File: src/rtl/flash_ctl_cfg.svh
`ifndef FLASH_CTL_CFG_SVH
`define FLASH_CTL_CFG_SVH
// Contract
// programming only clears bits, erase sets them
// hardware times operations and stalls the core
// write enable routes moves to flash, sticky
// keys 0xa5 then 0xf1 arm one operation
// wrong or misordered key disables until reset
// operation before keys disables until reset
// lock returns after every operation
// supply monitor off makes attempt raise error reset
// erase wipes whole 512-byte page to 0xff
// software byte write sequence is software's job
// software masks interrupts around flash operations
// software erases a byte before rewriting it
// debug port programs flash without keys
// security forbidden targets are refused
// write needs write enable, erase also erase enable
// error reset sets the flash error flag
// with write enable clear moves go to ram
`define KEY_FIRST       8'ha5
`define KEY_SECOND      8'hf1
`define ERASED_BYTE     8'hff
`define ADDR_W          14
`define PAGE_BITS       9
`define RESERVED_BASE   14'h3e00
`define LOCK_PAGE       5'h1e
`define CLK_PERIOD_NS   50
`define WRITE_TIME_NS   40000
`define ERASE_TIME_NS   20000000
`define WRITE_CYCLES    ((`WRITE_TIME_NS + `CLK_PERIOD_NS - 1) / `CLK_PERIOD_NS)
`define ERASE_CYCLES    ((`ERASE_TIME_NS + `CLK_PERIOD_NS - 1) / `CLK_PERIOD_NS)
`define CNT_W           20
`endif

File: src/rtl/flash_ctl_pkg.sv
`include "flash_ctl_cfg.svh"
package flash_ctl_pkg;
	typedef enum logic [3:0] {
		KEY_LOCKED   = 4'h1,
		KEY_HALF     = 4'h2,
		KEY_ARMED    = 4'h4,
		KEY_DISABLED = 4'h8
	} key_state_e;
	typedef enum logic [3:0] {
		OP_IDLE  = 4'h1,
		OP_READ  = 4'h2,
		OP_PROG  = 4'h4,
		OP_ERASE = 4'h8
	} op_state_e;
	typedef struct packed {
		key_state_e           key;
		op_state_e            op;
		logic [`CNT_W-1:0]    cnt;
		logic [`ADDR_W-1:0]   addr;
		logic [7:0]           data;
		logic                 store_write_enable;
		logic                 store_erase_enable;
		logic                 xram_wr;
		logic                 err_rst;
		logic                 err_pending;
		logic                 flash_error_flag;
	} state_s;
endpackage : flash_ctl_pkg

File: src/rtl/flash_program_erase_control.sv
`timescale 1ns/1ps
`include "flash_ctl_cfg.svh"
module flash_program_erase_control #(
	parameter int WRITE_CYCLES = `WRITE_CYCLES,
	parameter int ERASE_CYCLES = `ERASE_CYCLES
) (
	// clock and reset
	input  wire logic               clk,
	input  wire logic               arst_n,
	input  wire logic               sys_rst,
	// program store control
	input  wire logic               program_store_control_wr,
	input  wire logic [1:0]         program_store_control_wdata,
	output logic                    store_write_enable,
	output logic                    store_erase_enable,
	// key register
	input  wire logic               flash_key_register_wr,
	input  wire logic [7:0]         flash_key_register_wdata,
	output logic                    key_armed,
	output logic                    key_disabled,
	// cpu moves
	input  wire logic               external_move_write,
	input  wire logic [`ADDR_W-1:0] move_addr,
	input  wire logic [7:0]         move_wdata,
	output logic                    cpu_stall,
	output logic                    xram_wr,
	output logic [`ADDR_W-1:0]      xram_addr,
	output logic [7:0]              xram_wdata,
	// supply monitor and security
	input  wire logic               vmon_enable,
	input  wire logic               vmon_reset_enable,
	input  wire logic               any_page_locked,
	input  wire logic               exec_from_locked,
	// debug port
	input  wire logic               dbg_write,
	input  wire logic               dbg_erase,
	input  wire logic [`ADDR_W-1:0] dbg_addr,
	input  wire logic [7:0]         dbg_wdata,
	output logic                    dbg_busy,
	// reset source
	output logic                    flash_error_device_reset,
	output logic                    flash_error_flag,
	// flash array
	input  wire logic [7:0]         flash_rdata,
	output logic [`ADDR_W-1:0]      flash_addr,
	output logic [7:0]              flash_wdata,
	output logic                    flash_prog,
	output logic                    flash_erase
);
	flash_ctl_pkg::state_s st;
	flash_ctl_pkg::state_s next_st;

	logic sw_erase;
	logic sw_forbidden;
	logic dbg_forbidden;
	logic dbg_req;

	assign sw_erase = st.store_erase_enable;
	assign dbg_req  = dbg_write | dbg_erase;

	// security checks on the addressed page
	always_comb
	begin
		sw_forbidden = (move_addr >= `RESERVED_BASE)
			| (sw_erase & (move_addr[`ADDR_W-1:`PAGE_BITS] == `LOCK_PAGE))
			| (any_page_locked & ~exec_from_locked);
		dbg_forbidden = (dbg_addr >= `RESERVED_BASE) | any_page_locked;
	end

	always_comb
	begin
		next_st = st;
		next_st.xram_wr = 1'b0;
		next_st.err_rst = 1'b0;
		if (program_store_control_wr)
		begin
			next_st.store_write_enable = program_store_control_wdata[0];
			next_st.store_erase_enable = program_store_control_wdata[1];
		end
		if (flash_key_register_wr)
		begin
			case (st.key)
				flash_ctl_pkg::KEY_LOCKED:
					next_st.key = (flash_key_register_wdata == `KEY_FIRST) ? flash_ctl_pkg::KEY_HALF
						: flash_ctl_pkg::KEY_DISABLED;
				flash_ctl_pkg::KEY_HALF:
					next_st.key = (flash_key_register_wdata == `KEY_SECOND) ? flash_ctl_pkg::KEY_ARMED
						: flash_ctl_pkg::KEY_DISABLED;
				default:
					next_st.key = flash_ctl_pkg::KEY_DISABLED;
			endcase
		end
		case (st.op)
			flash_ctl_pkg::OP_IDLE:
			begin
				if (external_move_write)
				begin
					next_st.addr = move_addr;
					next_st.data = move_wdata;
					if (!st.store_write_enable)
						next_st.xram_wr = 1'b1;
					else if (!(vmon_enable & vmon_reset_enable))
					begin
						next_st.err_rst = 1'b1;
						next_st.err_pending = 1'b1;
					end
					else if (st.key != flash_ctl_pkg::KEY_ARMED)
						next_st.key = flash_ctl_pkg::KEY_DISABLED;
					else if (sw_forbidden)
					begin
						next_st.err_rst = 1'b1;
						next_st.err_pending = 1'b1;
					end
					else
					begin
						next_st.key = flash_ctl_pkg::KEY_LOCKED;
						next_st.cnt = '0;
						next_st.op = sw_erase ? flash_ctl_pkg::OP_ERASE : flash_ctl_pkg::OP_READ;
						if (sw_erase)
							next_st.addr = {move_addr[`ADDR_W-1:`PAGE_BITS], {`PAGE_BITS{1'b0}}};
					end
				end
				else if (dbg_req && !dbg_forbidden)
				begin
					next_st.cnt = '0;
					next_st.data = dbg_wdata;
					next_st.addr = dbg_erase ? {dbg_addr[`ADDR_W-1:`PAGE_BITS], {`PAGE_BITS{1'b0}}} : dbg_addr;
					next_st.op = dbg_erase ? flash_ctl_pkg::OP_ERASE : flash_ctl_pkg::OP_READ;
				end
			end
			flash_ctl_pkg::OP_READ:
			begin
				next_st.data = st.data & flash_rdata;
				next_st.op = flash_ctl_pkg::OP_PROG;
			end
			flash_ctl_pkg::OP_PROG:
			begin
				next_st.cnt = st.cnt + 1'b1;
				if (st.cnt == `CNT_W'(WRITE_CYCLES - 1))
					next_st.op = flash_ctl_pkg::OP_IDLE;
			end
			flash_ctl_pkg::OP_ERASE:
			begin
				next_st.cnt = st.cnt + 1'b1;
				if (st.cnt == `CNT_W'(ERASE_CYCLES - 1))
					next_st.op = flash_ctl_pkg::OP_IDLE;
			end
			default:
				next_st.op = flash_ctl_pkg::OP_IDLE;
		endcase
		if (sys_rst)
		begin
			next_st.key = flash_ctl_pkg::KEY_LOCKED;
			next_st.op = flash_ctl_pkg::OP_IDLE;
			next_st.store_write_enable = 1'b0;
			next_st.store_erase_enable = 1'b0;
			next_st.xram_wr = 1'b0;
			next_st.err_rst = 1'b0;
			next_st.flash_error_flag = st.err_pending;
			next_st.err_pending = 1'b0;
		end
	end

	always_ff @(posedge clk or negedge arst_n)
	begin
		if (!arst_n)
		begin
			st <= '0;
			st.key <= flash_ctl_pkg::KEY_LOCKED;
			st.op <= flash_ctl_pkg::OP_IDLE;
		end
		else
			st <= next_st;
	end

	assign store_write_enable = st.store_write_enable;
	assign store_erase_enable = st.store_erase_enable;
	assign key_armed = st.key == flash_ctl_pkg::KEY_ARMED;
	assign key_disabled = st.key == flash_ctl_pkg::KEY_DISABLED;
	assign cpu_stall = st.op != flash_ctl_pkg::OP_IDLE;
	assign dbg_busy = cpu_stall;
	assign xram_wr = st.xram_wr;
	assign xram_addr = st.addr;
	assign xram_wdata = st.data;
	assign flash_error_device_reset = st.err_rst;
	assign flash_error_flag = st.flash_error_flag;
	assign flash_addr = st.addr;
	assign flash_wdata = st.data;
	assign flash_prog = st.op == flash_ctl_pkg::OP_PROG;
	assign flash_erase = st.op == flash_ctl_pkg::OP_ERASE;

	logic key_state_is_locked;
	assign key_state_is_locked = st.key == flash_ctl_pkg::KEY_LOCKED && !sys_rst;
endmodule : flash_program_erase_control

File: config.mk
export PLATFORM = sky130hd
export DESIGN_NAME = flash_program_erase_control
export DESIGN_NICKNAME = d
export VERILOG_FILES = /design/src/rtl/flash_ctl_pkg.sv /design/src/rtl/flash_program_erase_control.sv
export VERILOG_INCLUDE_DIRS = /design/src /design/src/rtl
export SDC_FILE = /design/constraint.sdc
export NUM_CORES = 1
export LEC_CHECK = 0
export BUFFER_PORTS_ARGS = -buffer_cell sky130_fd_sc_hd__buf_2
export CORE_MARGIN = 10
export CORE_UTILIZATION = 45
export DETAILED_ROUTE_END_ITERATION = 16
export PLACE_DENSITY = 0.8
export SLEW_MARGIN = 5
export SYNTH_ARGS = -nofsm -noshare
export SYNTH_HDL_FRONTEND = slang
export SYNTH_SLANG_ARGS = --single-unit
File: constraint.sdc
create_clock -name clk -period 2.33 [get_ports clk]
set_clock_uncertainty 0.15 [all_clocks]
set_input_delay 0.3495 -clock clk [delete_from_list [all_inputs] [get_ports clk]]
set_output_delay 0.3495 -clock clk [all_outputs]
set_load 0.05 [all_outputs]
==> summary by stage, run 1 <==
Drt
The final routed DRC violation total is 0. The vias per cell is 5.72. The violation count after the first detailed-routing iteration is approximately 320. The first TritonRoute pass finished after 4 iterations. The detail route stage leaves a number of antenna-violating nets equal to 0. The final route contains 3228 vias. The total wire length after detailed routing is 9.85 mm. The detail-routed net length per standard cell is 17.5 um.

Setup path
The critical path contains buffers and inverters numbering 2 combined. The startpoint class of the critical path is a register. The first element of the critical path is st[48]. The critical path is of the reg -> reg type. The start of the worst register-to-register path is st[48]. The cell at the slowest stage of the critical path is dfstp_2.

Along the worst path, the maximum fanout reaches 34. The sort of element at the end of the critical path is a register. Traced cell by cell, the critical path runs through nor4b_4 > inv_4 > a211oi_4 > nor2_1 > buf_12 > or4_1 > a21oi_1. The worst register-to-register path has a setup slack of 0.1 ns. Data on the critical path is required at its endpoint by roughly 2.4 ns. The family with the most delay on the worst path is simple AND/OR/NAND/NOR gates.

The arrival time reported for the critical path endpoint is 2.32 ns. The largest stage delay on the critical path is 0.55 ns.

Synthesis
In the synthesized netlist, the number of instances is 369. dfrtp_1 is the most common cell in the netlist. After synthesis, the share of flip-flops with an asynchronous set or reset is 100%. The portion of synthesized cell area occupied by the leading cell type is 39.8%. In this run, distinct cell masters in the synthesized netlist total 52. The most area-hungry cell type in the Yosys netlist is dfrtp_1. After synthesis the cells add up to 0.00340 mm2. When the netlist entered floorplanning its net count stood at 444. By count the netlist is led by dfrtp_1, buf_4, nor2_1, nand2_1, a21oi_1. The number of enable-type register cells in the synthesized netlist is 0. The synthesized design contains 56 register bits. The average footprint of a synthesized cell is 9.20 um2. The leading register cell type out of synthesis is dfrtp_1. In the post-synthesis netlist, the biggest area contributors are dfrtp_1, buf_4, mux2i_1. The sequential share of the synthesized area is 41.3%. The count of yosys warnings during synthesis is 0.

Power and ir drop
The maximum vdd drop is roughly 0.30 mV. The static leakage is 0.00194 uW. The power density over cell area is 771 mW/mm2. The power after layout is 3180 uW.

GRT
The initial antenna violation count is 0. The largest net degree at the start of global routing is 57. The total global-route track usage is 16.2%. The first global-routing pass estimated approximately 16 mm of wire. Global routing consumed, on the met1 layer, 19.0% of the routing resources. The routing usage on met3 is ~4.3%. In the global route stage, met2 resource usage came out at between 20% and 30%. The number of global-route vias before repair is 3071. The most heavily used metal layer in global routing is met2. The leftover overflow at the end of global routing is 0.

STA
Hold timing on the final database bottoms out at a slack of 0.131 ns. The final-report max-slew violation count is 0. The smallest clock period supported by the final layout is computed as between 2 and 2.5 ns.

In this run the tightest slew margin relative to its limit is between 30% and 40%. For this run, the top clock speed supported by timing is 0.448 GHz. The total count of hold-check failures in the final report is 0. The slew at the pin with the worst max-slew slack is about 0.9 ns. Of the available clock period, the critical path in the final layout requires 95.7%. The number of setup violations in the final report is 0.

Die
The initial standard-cell utilization of the core is 46.6%. The floorplan step defined a die boundary enclosing between 0.01 and 0.015 mm2. The I/O pin total is 129. The die width is around 110 um. The die is around 110 um tall.

The core footprint is 0.00729 mm2. The number of standard-cell rows in the floorplan is 31.

Final layout
The net count reported at finish is roughly 540. For this run, the share of the core covered by cells in the final layout is 56.5%. The number of antenna diodes in the final layout is 0. The share of cells above drive strength 1 is between 30% and 40%. The synthesis-to-layout area growth is 21.3%.

Outcome
The flow ran to the end, and the final reports show no timing, DRC or antenna violations.

Clock network
The depth of the CTS H-tree is 2. The clock reaches the later pin of the worst-skew pair after 0.31 ns. TritonCTS built the clock tree. The tree is rooted in a clkbuf_8.

The clock buffer count from CTS is 5. The clock net in this run drives a total of 56 sinks. The maximum buffer depth of the clock tree is 2. After clock tree synthesis, the clock-pin slew on the worst setup and hold paths is 0.10 ns.

Place
The HPWL after detailed placement is 7.50 mm. The number of port buffers is about 130. The global placement routability congestion is roughly 0.86.

Run
The number of maximum-capacitance constraint violations is 0.

Worst hold path
In this run the worst hold path is classified as in -> reg. In this run the most critical hold path is launched from program_store_control_wdata[1].
## logic make-up (layout without fill, tap and decap cells)
family | count (synthesis) | count (layout) | share of synthesized area, %
simple gates | 130 | 130 | 21.6
fa+ha+maj | 1 | 1 | 0.368
xor+xnor | 1 | 1 | 0.258
mux | 18 | 18 | 5.34
flops | 56 | 56 | 41.3
compound gates | 95 | 95 | 18.5
buf+inv | 68 | 164 | 12.6
## through the flow
stage / worst slack (ns) / instance area, um2 / cells / TNS, ns
finish: 0.0992 / 4120 / 564 / 0
global route: -0.00804 / 4120 / 564 / -0.00804
CTS: 0.0563 / 4050 / 558 / 0
detailed placement: 0.0258 / 3940 / 549 / 0
global placement: 0.0427 / 3940 / 549 / 0
floorplan: -0.118 / 3440 / 369 / -0.696
## layout by cell type, fill, tap and decap left out, drive strengths merged, types with 2 or more instances in the layout
cell    instances
o211ai          8
buf           150
nor2           34
nor4b           5
dfstp           2
clkbuf          6
a21oi          24
or4b            3
a31oi           4
mux2i          17
nor4            4
a221oi          9
o31ai          17
nand3           9
nand2b          2
dfrtp          54
o21ai          19
nand4          10
a211oi          2
and3            6
or4            16
nor3            3
inv             6
nand2          26
and4            2
o21bai          2
and2            4
## worst min-delay path, delay by kind of cell
family / cells / cell delay (ns)
simple gates: 1 / 0.07
mux: 1 / 0.05
buf+inv: 1 / 0.07
## area by class of cell
class	count	area, um2
well taps	99	124
multi-input cells	245	1620
clock inverters	2	13.8
flip-flops and latches	56	1410
fillers	644	3170
clock buffers	6	82.6
inverters	5	21.3
repair buffers	151	853
## path summary, 6_finish.rpt
path / to / depth (start not counted)
max: st[40] / 7
max in group asynchronous: st[52] / 3
min: store_erase_enable / 3
min in group asynchronous: flash_addr[4] / 3
max reg2reg: st[40] / 7
min reg2reg: st[28] / 1
## state kept, by name, summed over array words and instances (netlist names)
| signal | cells |
|---|---|
| flash_error_flag | 1 |
| xram_wr | 1 |
| store_write_enable | 1 |
| st | 29 |
| flash_addr | 14 |
| flash_wdata | 8 |
| flash_error_device_reset | 1 |
| store_erase_enable | 1 |
## routing by layer
| metal | part of all wire [%] | up-vias |
|---|---|---|
| met1 | 41 | 1558 |
| li1 | - | 1516 |
| met2 | 50 | 139 |
| met3 | 8.1 | 15 |
| met4 | 1.7 | 0 |
| met5 | 0 | - |
## power breakdown
part	leakage, uW	internal [uW]	total, uW	switching [uW]
Clock	0.0000516	244	563	319
Combinational	0.00116	349	1420	1070
Sequential	0.000724	1090	1190	103
## repair_timing
item / in CTS / in global routing
hold buffers: 1 / 0
gates resized for setup: 0 / 5
setup buffers: 0 / 6
hold endpoints to repair: 54 / 0
endpoints found under the setup margin: 0 / 15
Power figures use the tool's default switching activity.
==> run 2: changes to the inputs <==
--- a/config.mk
+++ b/config.mk
@@ -8,9 +8,9 @@
 export LEC_CHECK = 0
 export BUFFER_PORTS_ARGS = -buffer_cell sky130_fd_sc_hd__buf_2
 export CORE_MARGIN = 10
-export CORE_UTILIZATION = 45
+export CORE_UTILIZATION = 40
 export DETAILED_ROUTE_END_ITERATION = 16
-export PLACE_DENSITY = 0.8
+export PLACE_DENSITY = 0.75
 export SLEW_MARGIN = 5
 export SYNTH_ARGS = -nofsm -noshare
 export SYNTH_HDL_FRONTEND = slang
==> summary by stage, run 2 (synthesis gave the netlist of run 1 again) <==
Run
The number of maximum-capacitance constraint violations is 0 (unchanged).

Setup path
Critical path cell sequence: nor4b_4 > inv_4 > a211oi_4 > nor2_2 > buf_12 > or4_1 > a21oi_2 (was nor4b_4 > inv_4 > a211oi_4 > nor2_1 > buf_12 > or4_1 > a21oi_1). The register-to-register path setup slack is 0.09 ns (was 0.1 ns). The cell at the slowest stage of the critical path is dfstp_2 (unchanged).

The startpoint class of the critical path is a register (unchanged). The count of cells along the worst register-to-register path came to 7 (unchanged). The maximum fanout along the worst path came to 34 (unchanged). The data required time at the worst endpoint is 2.42 ns (about the same). The largest stage delay on the critical path is 0.56 ns (was 0.55 ns). The start of the worst register-to-register path is st[48] (unchanged). The arrival time reported for the critical path endpoint is 2.33 ns (was 2.32 ns). The sort of element at the end of the critical path is a register (unchanged). The path type of the worst setup path is reg -> reg (unchanged). The capture instance of the worst register-to-register path is st[37] (was st[40]).

Die
The vertical die dimension came to 112 um (was 107 um). The initial standard-cell utilization of the core was 41.1% (was 46.6%). The die width came to 112 um (was 107 um).

The number of standard-cell rows in the floorplan is 33 (was 31). The overall die area was 0.0126 mm2 (was 0.0114 mm2). The core footprint is 0.00826 mm2 (was 0.00729 mm2).

The I/O pin total is 129 (unchanged).

Power and ir drop
The power density over cell area is 790 mW/mm2 (was 771 mW/mm2). The sequential cell fraction of total power is 36.6% (was 37.5%). The switching power share of the total is 46.1% (was 47.0%). The switching power came to 1500 uW (was 1490 uW). The maximum vdd drop is 0.500 mV (was 0.296 mV). The clock network power share was 20.3% (was 17.7%). The total internal power came to 1750 uW (was 1680 uW).

The combinational share of power came to 43.2% (was 44.8%). The static leakage came to 0.00192 uW (was 0.00194 uW).

GRT
The leftover overflow at the end of global routing is 0 (unchanged). The number of global-route vias before repair is 3346 (was 3071). The global-route wire length before repair is 16.1 mm (was 15.5 mm). The initial antenna violation count is 1 (was 0).

The largest net degree at the start of global routing is 37 (was 57). The total global-route track usage is 14.9% (was 16.2%).

Place
The worst setup timing slack at the placement stage is 0.0606 ns (was 0.0258 ns). The detailed placement HPWL was 7.58 mm (was 7.50 mm). The number of port buffers is 128 (unchanged).

The post-place instance area is 0.00394 mm2 (unchanged). The global placement routability congestion was 0.823 (was 0.862).

Clock network
The clock buffer count from CTS was 5 (unchanged). The CTS tree is yes (unchanged). The depth of the CTS H-tree is 2 (unchanged). The insertion delay to the later sink of the worst-skew pair is 0.31 ns (about the same). The cell chosen for the clock root is clkbuf_8 (unchanged).

The maximum buffer depth of the clock tree is 2 (unchanged). The register clock-pin slew on the reported worst setup and hold paths was 0.10 ns (about the same). The clock sink count is 56 (unchanged).

Drt
The total vias in the final route is 3143 (was 3228). The total wire length after detailed routing is 9.73 mm (was 9.85 mm). The detail-routed net length per standard cell came to 17.2 um (was 17.5 um). The final routed DRC violation total is 0 (unchanged).

The violation count after the first detailed-routing iteration is 217 (was 321). The vias per cell came to 5.55 (was 5.72). The number of routed nets with antenna violations is 0 (unchanged). The detailed-router iteration count before antenna repair is 5 (was 4).

Worst hold path
The class of the tightest hold or removal check was in -> reg (unchanged). The worst-case hold path end point is store_write_enable (was store_erase_enable). The start point of the worst min-delay path was program_store_control_wdata[0] (was program_store_control_wdata[1]). The hold path depth is 3 (unchanged).

STA
The maximum clock rate is 0.447 GHz (was 0.448 GHz). The final worst hold slack is 0.143 ns (was 0.131 ns). The final critical path time including I/O delays and setup was 2.24 ns (was 2.23 ns). The slew at the pin with the worst max-slew slack is 0.918 ns (was 0.906 ns). The worst slew margin relative to its limit came to 38.5% (was 39.4%). The final-report max-slew violation count is 0 (unchanged). The total count of hold-check failures in the final report is 0 (unchanged).

The post-route fraction of the period consumed by the critical path is 96.0% (was 95.7%). The post-layout worst setup margin is 0.0926 ns (was 0.0992 ns). The number of setup violations in the final report is 0 (unchanged).

Outcome
Run status: complete, no violations (unchanged).

Final layout
The flip-flop count of the largest register after layout is 29 (unchanged). The register with the most flip-flops was st (unchanged). Commonest cells after routing, fill and taps aside: buf_2, dfrtp_1, nor2_1 (unchanged). The synthesis-to-layout area growth is 21.0% (was 21.3%).

The number of filler instances in the final layout is 807 (was 644). The cell area after layout came to 0.00411 mm2 (was 0.00412 mm2). The share of cells above drive strength 1 is 38.0% (was 38.7%).

The net count reported at finish came to 534 (was 539). The leading cell type in the layout, fill and taps excluded is buf_2 (unchanged).
[run 2: changes by cell type in the layout (fill, tap and decap cells not counted), sizes merged]
cell	delta
clkinv	-1
clkinvlp	+1
clkbuf	-1
diode	+1
bufinv	+1
buf	-5
[run 2: worst max-delay path, delay by kind of cell, from the launching register on]
kind	cells	cell delay (ns)
AO/OA/AOI/OAI	2	0.33
AND/OR/NAND/NOR	3	0.85
buffers and inverters	2	0.28
flip-flops	1	0.56
[run 2: worst max-delay path by stage]
stage	start	end	slack, ns
finish	st[48]	st[37]	0.09
global route	st[48]	st[44]	-0.007
CTS	st[48]	st[37]	0.08
detailed placement	move_addr[11]	flash_addr[2]	0.06
global placement	st[51]	st[33]	0.15
floorplan	st[53]	st[32]	-0.12
[run 2: cell type report]
class	instances	area, um2	area share (%)
multi-input combinational	245	1620	39.4
timing repair buffer	146	816	19.9
clock inverter	3	46.3	1.13
clock buffer	5	68.8	1.67
sequential	56	1410	34.2
inverter	5	21.3	0.518
tap	105	131	3.20
antenna	1	2.50	0.0609
[run 2: power by group through the flow]
stage                     registers, uW  clock network (uW)  logic (uW)
final                              1190                 657        1400
after global routing               1210                 714        1480
after CTS                          1190                 679        1400
after global placement             1200                   0        1380
after detailed placement           1210                   0        1400
after floorplan                    1200                   0        1260
[run 2: timing repair]
action / CTS / global route
hold buffers: 1 / 0
gates resized for setup: 0 / 5
buffers inserted: 0 / 2
endpoints found under the hold margin: 21 / 0
endpoints found under the setup margin: 0 / 15
[run 2: through the flow]
stage	setup TNS, ns	util, %	instances	total power, uW
6_report	0	49.8	566	3250
5_1_grt	-0.00683	49.8	566	3400
4_1_cts	0	49.3	563	3270
3_5_place_dp	0	47.8	554	2610
3_3_place_gp	0	47.8	554	2580
2_1_floorplan	-0.696	-	369	2460
[run 2: metal layers]
metal | GRT usage [%] | part of all wire [%]
met4 | 5.92 | 1.7
met2 | 25.7 | 51
met5 | 0 | 0
met3 | 3.99 | 7.1
met1 | 17.0 | 40
